**config.mk**
```make
export PLATFORM = sky130hd
export DESIGN_NAME = bsc_handler
export DESIGN_NICKNAME = d
export VERILOG_FILES = /design/src/bsc_pkg.sv /design/src/bsc_handler.sv
export SDC_FILE = /design/constraint.sdc
export NUM_CORES = 1
export LEC_CHECK = 0
export ABC_AREA = 1
export BUFFER_PORTS_ARGS = -buffer_cell sky130_fd_sc_hd__buf_4
export CAP_MARGIN = 25
export CORE_MARGIN = 1.5
export CORE_UTILIZATION = 51
export CTS_BUF_LIST = sky130_fd_sc_hd__clkbuf_2
export CTS_CLUSTER_DIAMETER = 100
export DETAILED_ROUTE_END_ITERATION = 7
export MAX_ROUTING_LAYER = met4
export PLACE_DENSITY = 0.69
export SLEW_MARGIN = 25
export SYNTH_ARGS = -nofsm -noshare
export SYNTH_HDL_FRONTEND = slang
export SYNTH_SLANG_ARGS = --single-unit
```
**constraint.sdc**
```tcl
create_clock -name core_clk -period 8.7 [get_ports core_clk]
set_input_delay 2.61 -clock core_clk [delete_from_list [all_inputs] [get_ports core_clk]]
set_output_delay 2.61 -clock core_clk [all_outputs]
set_load 0.02 [all_outputs]
```
**src/bsc_pkg.sv**
```systemverilog
/*
  Shared constants and types of the boot serial command handler.
  Assumes byte-level framing is done by a receiver and transmitter outside.
*/
`default_nettype none

package bsc_pkg;

  // ------------------------------------------------------------------
  // Protocol bytes
  // ------------------------------------------------------------------
  localparam logic [7:0] SYNC_BYTE  = 8'h86;
  localparam logic [7:0] CMD_RAM    = 8'h10;
  localparam logic [7:0] CMD_SUM    = 8'h20;
  localparam logic [7:0] CMD_INFO   = 8'h30;
  localparam logic [7:0] CMD_ERASE  = 8'h40;
  localparam logic [7:0] ACK_OK     = 8'h10;
  localparam logic [7:0] ACK_RXERR  = 8'h18;
  localparam logic [7:0] ACK_BAD    = 8'h11;
  localparam logic [3:0] NIB_RXERR  = 4'h8;
  localparam logic [3:0] NIB_CMDERR = 4'h1;
  localparam logic [7:0] LAST_CMD_RST = 8'h00;

  // ------------------------------------------------------------------
  // Field lengths and counts
  // ------------------------------------------------------------------
  localparam logic [6:0] PWD_CHK_IDX  = 7'h0C;
  localparam logic [6:0] HDR_CHK_IDX  = 7'h06;
  localparam logic [6:0] SUM_CHK_IDX  = 7'h02;
  localparam logic [6:0] INFO_CHK_IDX = 7'h4F;
  localparam int         FIFO_DEPTH   = 32;
  localparam int         FIFO_WIDTH   = 9;

  // ------------------------------------------------------------------
  // Product information layout, byte offsets from reply byte 5
  // ------------------------------------------------------------------
  localparam logic [6:0] INFO_VER  = 7'h00;
  localparam logic [6:0] INFO_NAME = 7'h04;
  localparam logic [6:0] INFO_PWDA = 7'h10;
  localparam logic [6:0] INFO_RAMS = 7'h14;
  localparam logic [6:0] INFO_UEND = 7'h18;
  localparam logic [6:0] INFO_RAME = 7'h1C;
  localparam logic [6:0] INFO_DUMY = 7'h20;
  localparam logic [31:0] PWD_START_ADDR = 32'h0008FEF4;
  localparam logic [31:0] RAM_START_ADDR = 32'h00000400;
  localparam logic [31:0] RAM_USER_END   = 32'h00006BFF;
  localparam logic [31:0] RAM_END_ADDR   = 32'h000083FF;
  // Arbitrary twelve-character name, first character in the top byte
  localparam logic [95:0] PRODUCT_NAME   = 96'h424F4F544C4F414445523031;

  // ------------------------------------------------------------------
  // Types
  // ------------------------------------------------------------------
  typedef struct packed {
    logic       err;
    logic [7:0] data;
  } bsc_rx_byte_t;

  typedef enum logic [3:0] {
    ST_SYNC    = 4'b0000,
    ST_CMD     = 4'b0001,
    ST_PWD     = 4'b0010,
    ST_HDR     = 4'b0011,
    ST_DATA    = 4'b0100,
    ST_DSUM    = 4'b0101,
    ST_SUMWAIT = 4'b0110,
    ST_SUMTX   = 4'b0111,
    ST_INFO    = 4'b1000,
    ST_JUMP    = 4'b1001,
    ST_HALT    = 4'b1010
  } bsc_state_t;

endpackage

`default_nettype wire

```
**src/bsc_handler.sv**
```systemverilog
/*
  Boot serial command handler with its receive FIFO.
  Assumes a receiver on core_clk delivering bytes with an error flag, a
  transmitter taking bytes by valid/ready, and outside engines for the
  password compare and the flash sum.
*/
`timescale 1ns/10ps
`default_nettype none

// Behaviour
// - Header bytes 19-22 give the RAM start address, most significant first.
// - Bytes 23-24 give the 16-bit byte count, high byte first.
// - Receive error in header bytes: reply 18H, then await a command.
// - Header sum with checksum nonzero: reply 11H, then await a command.
// - Clean header with zero sum: reply 10H.
// - Payload bytes stored at consecutive addresses from start, count bytes.
// - Payload reply: 18H on error, 11H on bad sum, else 10H.
// - After payload 10H is sent, branch to the start address.
// - Command 20H is echoed and starts the flash sum.
// - Command error replies X8H, unknown command X1H, old upper nibble.
// - Sum reply: high byte, low byte, negated sum of both.
// - Byte after the sum checksum is the next command.
// - Command 30H is echoed before the information block.
// - Info bytes 5-8 are the four flash version bytes.
// - Info bytes 9-20 are the product name in ASCII.
// - Info bytes 21-24 are F4H, FEH, 08H, 00H.
// - Info bytes 25-28 are 00H, 04H, 00H, 00H.
// - Info bytes 29-32 are the RAM user end address 006BFFH.
// - Info bytes 33-36 are FFH, 83H, 00H, 00H.
// - Session opens with 86H; a match replies 86H, otherwise silence.
// - Acknowledge bit 3 marks receive error, bit 0 other errors, bits 2-1 zero.

// ----------------------------------------------------------------------
// Receive FIFO
// ----------------------------------------------------------------------
module bsc_fifo #(
  parameter int WIDTH = 9,
  parameter int DEPTH = 32
) (
  // Clock and reset
  input  wire logic             core_clk,
  input  wire logic             rstn,
  // Fill side
  input  wire logic             inValid,
  output logic                  inReady,
  input  wire logic [WIDTH-1:0] inData,
  // Drain side
  output logic                  outValid,
  input  wire logic             outReady,
  output logic      [WIDTH-1:0] outData
);
  localparam int AW = $clog2(DEPTH);

  logic [WIDTH-1:0] mem [DEPTH];
  logic [AW-1:0]    wrPtr_q;
  logic [AW-1:0]    rdPtr_q;
  logic [AW:0]      level_q;
  logic             push;
  logic             popOut;

  assign inReady  = (level_q != (AW+1)'(DEPTH));
  assign outValid = (level_q != '0);
  assign push     = inValid && inReady;
  assign popOut   = outValid && outReady;
  assign outData  = mem[rdPtr_q];

  always_ff @(posedge core_clk)
  begin
    if (push)
    begin
      mem[wrPtr_q] <= inData;
    end
  end

  always_ff @(posedge core_clk)
  begin
    if (!rstn)
    begin
      wrPtr_q <= '0;
      rdPtr_q <= '0;
      level_q <= '0;
    end
    else
    begin
      if (push)
      begin
        wrPtr_q <= wrPtr_q + 1'b1;
      end
      if (popOut)
      begin
        rdPtr_q <= rdPtr_q + 1'b1;
      end
      if (push && !popOut)
      begin
        level_q <= level_q + 1'b1;
      end
      else if (popOut && !push)
      begin
        level_q <= level_q - 1'b1;
      end
    end
  end
endmodule

// ----------------------------------------------------------------------
// Command handler
// ----------------------------------------------------------------------
module bsc_handler
  import bsc_pkg::*;
(
  // Clock and reset
  input  wire logic         core_clk,
  input  wire logic         rstn,
  // Received bytes
  input  wire logic         rxValid,
  output logic              rxReady,
  input  wire bsc_rx_byte_t rxByte,
  // Transmitted bytes
  output logic              txValid,
  input  wire logic         txReady,
  output logic [7:0]        txData,
  // Password compare result
  input  wire logic         pwdMatch,
  // RAM write port
  output logic              ramWe,
  input  wire logic         ramReady,
  output logic [31:0]       ramAddr,
  output logic [7:0]        ramWrData,
  // Flash data and sum engine
  input  wire logic [31:0]  versionId,
  output logic              sumStart,
  input  wire logic         sumDone,
  input  wire logic [15:0]  sumValue,
  // Branch to loaded code
  output logic              jumpValid,
  output logic [31:0]       jumpAddr
);

  // --------------------------------------------------------------------
  // Information block byte lookup
  // --------------------------------------------------------------------
  function automatic logic [7:0] infoByte(input logic [6:0] idx, input logic [31:0] ver);
    logic [6:0] k;
    k = idx;
    infoByte = 8'h00;
    if (idx < INFO_NAME)
    begin
      infoByte = ver[{k[1:0], 3'b000} +: 8];
    end
    else if (idx < INFO_PWDA)
    begin
      k = 7'(INFO_PWDA - 7'h01 - idx);
      infoByte = PRODUCT_NAME[{k[3:0], 3'b000} +: 8];
    end
    // addresses go out least significant byte first
    else if (idx < INFO_DUMY)
    begin
      k = 7'(idx - INFO_PWDA);
      case (k[4:2])
        3'h0:    infoByte = PWD_START_ADDR[{k[1:0], 3'b000} +: 8];
        3'h1:    infoByte = RAM_START_ADDR[{k[1:0], 3'b000} +: 8];
        3'h2:    infoByte = RAM_USER_END[{k[1:0], 3'b000} +: 8];
        3'h3:    infoByte = RAM_END_ADDR[{k[1:0], 3'b000} +: 8];
        default: infoByte = 8'h00;
      endcase
    end
  endfunction

  // --------------------------------------------------------------------
  // Receive FIFO
  // --------------------------------------------------------------------
  bsc_rx_byte_t fOut;
  logic         fValid;
  logic         pop;
  logic         canTake;

  bsc_fifo #(.WIDTH(FIFO_WIDTH), .DEPTH(FIFO_DEPTH)) uFifo (
    .core_clk (core_clk),
    .rstn     (rstn),
    .inValid  (rxValid),
    .inReady  (rxReady),
    .inData   (rxByte),
    .outValid (fValid),
    .outReady (canTake),
    .outData  (fOut)
  );

  // --------------------------------------------------------------------
  // State
  // --------------------------------------------------------------------
  bsc_state_t  state_q;
  logic [6:0]  cnt_q;
  logic [7:0]  acc_q;
  logic        err_q;
  logic [7:0]  lastCmd_q;
  logic [47:0] hdr_q;
  logic [31:0] startAddr_q;
  logic [31:0] wrAddr_q;
  logic [15:0] remain_q;
  logic [15:0] sum_q;
  logic        txValid_q;
  logic [7:0]  txData_q;
  logic        txIsAck_q;
  logic        ramWe_q;
  logic [31:0] ramAddr_q;
  logic [7:0]  ramData_q;
  logic        sumStart_q;
  logic        jump_q;
  logic        txFire;
  logic        txLoad;
  logic        txAck;
  logic [7:0]  txByte;
  logic [7:0]  chkAck;
  logic [7:0]  sumNext;
  logic        known;
  logic [7:0]  info;

  assign txFire  = txValid_q && txReady;
  assign pop     = fValid && canTake;
  assign sumNext = 8'(acc_q + fOut.data);
  assign known   = (fOut.data == CMD_RAM) || (fOut.data == CMD_SUM) ||
                   (fOut.data == CMD_INFO) || (fOut.data == CMD_ERASE);
  assign info    = infoByte(cnt_q, versionId);

  // reply codes only ever raise bit 3 or bit 0
  // errors in any byte of the block win over the sum check
  always_comb
  begin
    if (err_q || fOut.err)
    begin
      chkAck = ACK_RXERR;
    end
    // nonzero modulo-256 sum, or a failed password, is a checksum error
    else if (sumNext != 8'h00 || (state_q == ST_PWD && !pwdMatch))
    begin
      chkAck = ACK_BAD;
    end
    else
    begin
      chkAck = ACK_OK;
    end
  end

  // Take a byte once the previous reply has left, or in ST_DATA once the RAM write is taken, so replies keep order
  always_comb
  begin
    case (state_q)
      ST_SYNC, ST_CMD, ST_PWD, ST_HDR, ST_DSUM: canTake = !txValid_q;
      ST_DATA:                                  canTake = !ramWe_q || ramReady;
      default:                                  canTake = 1'b0;
    endcase
  end

  // --------------------------------------------------------------------
  // Reply selection
  // --------------------------------------------------------------------
  always_comb
  begin
    txLoad = 1'b0;
    txAck  = 1'b0;
    txByte = 8'h00;
    case (state_q)
      // answer only a clean sync byte
      ST_SYNC:
      begin
        txLoad = pop && !fOut.err && (fOut.data == SYNC_BYTE);
        txByte = SYNC_BYTE;
      end
      // error codes keep the previous command's upper nibble
      ST_CMD:
      begin
        txLoad = pop;
        txAck  = 1'b1;
        if (fOut.err)
        begin
          txByte = {lastCmd_q[7:4], NIB_RXERR};
        end
        else if (known)
        begin
          txByte = fOut.data;
        end
        else
        begin
          txByte = {lastCmd_q[7:4], NIB_CMDERR};
        end
      end
      ST_PWD:
      begin
        txLoad = pop && (cnt_q == PWD_CHK_IDX);
        txAck  = 1'b1;
        txByte = chkAck;
      end
      ST_HDR:
      begin
        txLoad = pop && (cnt_q == HDR_CHK_IDX);
        txAck  = 1'b1;
        txByte = chkAck;
      end
      ST_DSUM:
      begin
        txLoad = pop;
        txAck  = 1'b1;
        txByte = chkAck;
      end
      // high, low, then negated sum of both
      ST_SUMTX:
      begin
        txLoad = !txValid_q;
        case (cnt_q[1:0])
          2'h0:    txByte = sum_q[15:8];
          2'h1:    txByte = sum_q[7:0];
          default: txByte = 8'(8'h00 - sum_q[15:8] - sum_q[7:0]);
        endcase
      end
      ST_INFO:
      begin
        txLoad = !txValid_q;
        txByte = (cnt_q == INFO_CHK_IDX) ? 8'(8'h00 - acc_q) : info;
      end
      default:
      begin
        txLoad = 1'b0;
      end
    endcase
  end

  // --------------------------------------------------------------------
  // Transmit holding register
  // --------------------------------------------------------------------
  always_ff @(posedge core_clk)
  begin
    if (!rstn)
    begin
      txValid_q <= 1'b0;
      txData_q  <= 8'h00;
      txIsAck_q <= 1'b0;
    end
    else if (txLoad)
    begin
      txValid_q <= 1'b1;
      txData_q  <= txByte;
      txIsAck_q <= txAck;
    end
    else if (txFire)
    begin
      txValid_q <= 1'b0;
    end
  end

  // --------------------------------------------------------------------
  // Command sequencing
  // --------------------------------------------------------------------
  always_ff @(posedge core_clk)
  begin
    if (!rstn)
    begin
      state_q     <= ST_SYNC;
      cnt_q       <= 7'h00;
      acc_q       <= 8'h00;
      err_q       <= 1'b0;
      lastCmd_q   <= LAST_CMD_RST;
      hdr_q       <= 48'h0;
      startAddr_q <= 32'h0;
      wrAddr_q    <= 32'h0;
      remain_q    <= 16'h0;
      sum_q       <= 16'h0;
      sumStart_q  <= 1'b0;
      jump_q      <= 1'b0;
    end
    else
    begin
      sumStart_q <= 1'b0;
      jump_q     <= 1'b0;
      cnt_q      <= (pop || state_q == ST_SUMTX || state_q == ST_INFO) &&
                    (pop || !txValid_q) ? cnt_q + 7'h01 : cnt_q;
      acc_q      <= pop ? sumNext : acc_q;
      err_q      <= err_q || (pop && fOut.err);
      case (state_q)
        // silence until a clean sync byte
        ST_SYNC:
        begin
          if (txLoad)
          begin
            state_q <= ST_CMD;
          end
        end
        ST_CMD:
        begin
          cnt_q <= 7'h00;
          acc_q <= 8'h00;
          err_q <= 1'b0;
          if (pop && !fOut.err)
          begin
            lastCmd_q <= fOut.data;
          end
          if (pop && !fOut.err && fOut.data == CMD_RAM)
          begin
            state_q <= ST_PWD;
          end
          // echo and start the sum engine
          else if (pop && !fOut.err && fOut.data == CMD_SUM)
          begin
            state_q    <= ST_SUMWAIT;
            sumStart_q <= 1'b1;
          end
          else if (pop && !fOut.err && fOut.data == CMD_INFO)
          begin
            state_q <= ST_INFO;
          end
        end
        ST_PWD, ST_HDR:
        begin
          if (pop && state_q == ST_HDR)
          begin
            // big-endian shift of address then count
            hdr_q <= {hdr_q[39:0], fOut.data};
          end
          if (txLoad)
          begin
            cnt_q <= 7'h00;
            acc_q <= 8'h00;
            err_q <= 1'b0;
            if (chkAck != ACK_OK)
            begin
              state_q <= ST_CMD;
            end
            else if (state_q == ST_PWD)
            begin
              state_q <= ST_HDR;
            end
            else
            begin
              startAddr_q <= hdr_q[47:16];
              wrAddr_q    <= hdr_q[47:16];
              remain_q    <= hdr_q[15:0];
              state_q     <= (hdr_q[15:0] == 16'h0) ? ST_DSUM : ST_DATA;
            end
          end
        end
        // consecutive addresses until the count is used up
        ST_DATA:
        begin
          if (pop)
          begin
            wrAddr_q <= wrAddr_q + 32'h1;
            remain_q <= remain_q - 16'h1;
            if (remain_q == 16'h1)
            begin
              state_q <= ST_DSUM;
            end
          end
        end
        // any failure goes back to command wait
        ST_DSUM:
        begin
          if (pop)
          begin
            state_q <= (chkAck == ACK_OK) ? ST_JUMP : ST_CMD;
          end
        end
        ST_SUMWAIT:
        begin
          cnt_q <= 7'h00;
          if (sumDone)
          begin
            sum_q   <= sumValue;
            state_q <= ST_SUMTX;
          end
        end
        // after the sum checksum the next byte is a command
        ST_SUMTX:
        begin
          if (!txValid_q && cnt_q == SUM_CHK_IDX)
          begin
            state_q <= ST_CMD;
          end
        end
        ST_INFO:
        begin
          if (!txValid_q)
          begin
            acc_q <= 8'(acc_q + info);
            if (cnt_q == INFO_CHK_IDX)
            begin
              state_q <= ST_CMD;
            end
          end
        end
        // branch once the final 10H has left and RAM is written
        ST_JUMP:
        begin
          if (!txValid_q && !ramWe_q)
          begin
            jump_q  <= 1'b1;
            state_q <= ST_HALT;
          end
        end
        ST_HALT:
        begin
          state_q <= ST_HALT;
        end
        default:
        begin
          state_q <= ST_SYNC;
        end
      endcase
    end
  end

  // --------------------------------------------------------------------
  // RAM write port
  // --------------------------------------------------------------------
  always_ff @(posedge core_clk)
  begin
    if (!rstn)
    begin
      ramWe_q   <= 1'b0;
      ramAddr_q <= 32'h0;
      ramData_q <= 8'h00;
    end
    // payload byte goes to the running address
    else if (pop && state_q == ST_DATA)
    begin
      ramWe_q   <= 1'b1;
      ramAddr_q <= wrAddr_q;
      ramData_q <= fOut.data;
    end
    else if (ramReady)
    begin
      ramWe_q <= 1'b0;
    end
  end

  assign txValid   = txValid_q;
  assign txData    = txData_q;
  assign ramWe     = ramWe_q;
  assign ramAddr   = ramAddr_q;
  assign ramWrData = ramData_q;
  assign sumStart  = sumStart_q;
  assign jumpValid = jump_q;
  assign jumpAddr  = startAddr_q;

  // --------------------------------------------------------------------
  // Checks
  // --------------------------------------------------------------------
  logic [31:0] prevRamAddr_q;
  logic        ramSeen_q;

  always_ff @(posedge core_clk)
  begin
    if (!rstn || state_q != ST_DATA)
    begin
      ramSeen_q     <= 1'b0;
      prevRamAddr_q <= 32'h0;
    end
    else if (pop)
    begin
      ramSeen_q     <= 1'b1;
      prevRamAddr_q <= wrAddr_q;
    end
  end
endmodule

`default_nettype wire

```
==> impl_metrics.json <==
{
  "yosysSeqAreaShare_pct": 54.9,
  "floorplan.die.height_um": 222,
  "min_delay_worst_endpoint": "lastCmd_q[6]",
  "clock_tree.root_cell": "clkbuf_2",
  "layout-drive-gt1-share_pct": 14.0,
  "cp.arrival_ns": 7.39,
  "totalNegativeSetupSlack_ns": 0,
  "yosys_warnings": 0,
  "cts_repair_resize_count": 0,
  "synth_xor_area_share_pct": 1.64,
  "timing_worst_setup_path_type": "register to register",
  "floorplan.initialDensity_pct": 51.5,
  "finalWorstPathRequiredPeriod_ns": 6.25,
  "cp.required_ns": 9.84,
  "timing.max_slew.rel_slack_pct": 32.9,
  "nNetsFinal": 3107,
  "leakage_nw": 10.9,
  "area_growth_syn_to_layout_pct": 10.2,
  "worst_setup_path_start_kind": "register",
  "report.power.total_w": 0.00674,
  "vdd_ir_drop_max_mv": 0.223,
  "cts_inserted_buffers": 139,
  "cts-htree-levels": 4,
  "synth_compound_area_share_pct": 11.3,
  "antenna_violating_nets_post_route": 0,
  "cts_tree": "done",
  "fmax_mhz": 160,
  "rrSetupSlack_ns": 2.45,
  "num_rows": 80,
  "hold_path_depth": 2,
  "synth_top_area_cell": "edfxtp_1",
  "postLayoutCoreUtil_pct": 56.8,
  "yosys_register_bits": 529,
  "drt_first_iter_violations": 1707,
  "global_route.usage.total_pct": 27.7,
  "cts.reportedPaths.clkPinSlew_ns": 0.10,
  "report.final.hold_viol_count": 0,
  "first_global_vias": 19800,
  "holdBufCountCts": 0,
  "drt_drc_violations_left": 0,
  "die_width_um": 222,
  "clkLatencyLatePin_ns": 1.26,
  "postSynthCellCount": 2840,
  "dieArea_um2": 49500,
  "mappedNetlistNets": 2955,
  "finalSetupViolCount": 0,
  "clock_sinks": 529,
  "hp-start": "lastCmd_q[6]",
  "largest_family_of_logic_cells_by_synthesized_area": "simple AND/OR/NAND/NOR gates",
  "pwr_density_cell_nw_per_um2": 249,
  "grt_pass1_wl_um": 104000,
  "initial_antenna_violation_count": 1,
  "crit_fanout": 84,
  "crit_path_end_kind": "register",
  "skew_ns": 0.0735,
  "clock_tree.buffer_depth": 3,
  "destination_of_the_worst_register_to_register_timing_path": "wrAddr_q[11]",
  "worst_pin_slew_ns": 1.00,
  "post_drt_wl_per_cell_um": 17.9,
  "setup_ws_ns": 2.45,
  "detailed_placement_wirelength_estimate_um": 41800,
  "synth.top_cells.by_area": "edfxtp_1, dfxtp_1, nand2_1, nand3_1, o21ai_0",
  "syn_area_per_cell_um2": 8.65,
  "yosys.cell_types.count": 55,
  "syn_area_um2": 24600,
  "final-max-slew-violation-count": 0,
  "io-pin-count": 149,
  "final.period_utilization_pct": 71.9,
  "grt_setup_unrepaired": "no",
  "worst_case_reg_to_reg_path_depth": 25,
  "mostFrequentLayoutCell": "nand2_1",
  "post-route-cell-area_um2": 27100,
  "post-cts-setup-buffers": 0,
  "drt_pre_antenna_iters": 7,
  "hold_path_class": "register to register",
  "design.core.area_um2": 47600,
  "grt_start_max_net_pins": 128,
  "routabilityCongestion": 0.900,
  "pre_cts_slack_ns": 2.59,
  "max_cap_viol_count": 0,
  "route.final.wire_length_um": 66300,
  "synth.area.mux_share_pct": 0,
  "vias": 20500,
  "grt_overflow": 0,
  "viasPerCell": 5.53,
  "yosysTopAreaCellShare_pct": 35.2,
  "post_synthesis_simple_gate_area_fraction_pct": 23.4,
  "most-common-layout-cells": "nand2_1, nand3_1, edfxtp_1",
  "outcome": "finished clean",
  "synth_fa_ha_area_share_pct": 2.72,
  "numPortBuffers": 148,
  "post_dp_cell_area_um2": 25800
}
[worst max-delay path by stage]
stage	startpoint	cells after the start	to	slack, ns
detailed placement	register	25	wrAddr_q[11]	2.59
global route	register	25	remain_q[8]	1.94
floorplan	ramReady	20	uFifo.level_q[5]	3.58
global placement	ramReady	12	remain_q[11]	2.65
CTS	register	25	wrAddr_q[29]	2.55
finish	register	25	wrAddr_q[11]	2.45
[Yosys cell counts, drive strengths merged]
| master | count |
|---|---|
| a21o | 4 |
| nand3 | 361 |
| o221ai | 4 |
| a21boi | 1 |
| dfxtp | 241 |
| fa | 4 |
| a21oi | 203 |
| xor2 | 32 |
| edfxtp | 288 |
| o211ai | 8 |
| a221oi | 1 |
| nand3b | 5 |
| o221a | 1 |
| and3 | 1 |
| nand2 | 681 |
| o21bai | 1 |
| ha | 47 |
| a22oi | 2 |
| buf | 79 |
| inv | 193 |
| a211oi | 2 |
| clkbuf | 73 |
| nor4 | 11 |
| a41oi | 3 |
| o211a | 1 |
| o311ai | 1 |
| nor3 | 28 |
| clkinv | 2 |
| nor2 | 239 |
| a32o | 1 |
| xnor2 | 14 |
| and2 | 3 |
| o31ai | 2 |
| nor3b | 3 |
| or2 | 5 |
| o22ai | 17 |
| o21ai | 255 |
| nand4 | 10 |
| o21a | 1 |
| a31oi | 12 |
[flip-flops by register name, summed over array words and instances, names as in the netlist, named ones only]
| name | count |
|---|---|
| txData | 8 |
| ramWe | 1 |
| err_q | 1 |
| jumpValid | 1 |
| uFifo.wrPtr_q | 5 |
| sumStart | 1 |
| uFifo.mem | 288 |
| ramWrData | 8 |
| acc_q | 8 |
| uFifo.level_q | 6 |
| hdr_q | 48 |
| state_q | 4 |
| wrAddr_q | 32 |
| ramAddr | 32 |
| jumpAddr | 32 |
| sum_q | 16 |
| lastCmd_q | 4 |
| uFifo.rdPtr_q | 5 |
| cnt_q | 7 |
| remain_q | 16 |
| txValid | 1 |
[cell type report]
| cell class | instances | area [µm²] |
|---|---|---|
| fillers | 4366 | 20600 |
| flip-flops and latches | 529 | 13500 |
| multi-input cells | 1964 | 9620 |
| repair buffers | 163 | 1230 |
| clock buffers | 195 | 976 |
| well taps | 615 | 769 |
| inverters | 195 | 737 |
| clock inverters | 47 | 249 |
| diodes | 1 | 2.50 |
[metrics by stage]
step / hold WS (ns) / instances
2_1_floorplan: 0.430 / 2840
3_3_place_gp: 0.452 / 3466
3_5_place_dp: 0.460 / 3466
4_1_cts: 0.473 / 3708
5_1_grt: 0.493 / 3709
6_report: 0.476 / 3709
[routing by layer]
metal  vias to the layer above  GRT usage, %  routed length, µm
met5                         -             -                  0
met4                         0          12.1               1890
met3                       128          4.91               4200
met2                       724          44.0              32000
met1                      9608          34.7              28200
li1                      10000             -                  -
[worst max-delay path, stage by stage, from the launching register on]
cell,delay [ns]
dfxtp_4,0.78
buf_4,0.80
nand2_1,0.16
nand3_1,0.14
nand3_1,0.08
nand2_1,0.11
nand2_1,0.06
nand3_1,0.09
nand2_1,0.18
inv_1,0.10
ha_1,0.16
inv_1,0.05
fa_1,0.40
nand3b_1,0.17
nand2_1,0.11
a21oi_1,0.07
nor2_1,0.12
nor2_1,0.07
xnor2_1,0.13
nor2_1,0.31
nand2_1,0.17
nor2_4,0.12
nand3_4,0.57
nand2_4,0.80
nand2_1,0.13
a21oi_1,0.15
[logic make-up after synthesis]
| group | count (synthesis) |
|---|---|
| adder cells (fa/ha/maj) | 51 |
| AND/OR/NAND/NOR | 1347 |
| XOR/XNOR | 46 |
| flip-flops | 529 |
| AO/OA/AOI/OAI | 520 |
| buffers and inverters | 347 |
[where the power goes]
| part | internal, W | total (W) | switching [W] |
|---|---|---|---|
| Sequential | 0.00272 | 0.00286 | 0.000141 |
| Combinational | 0.000677 | 0.00219 | 0.00151 |
| Clock | 0.000666 | 0.00169 | 0.00102 |
(Power assumes the default switching activity.)
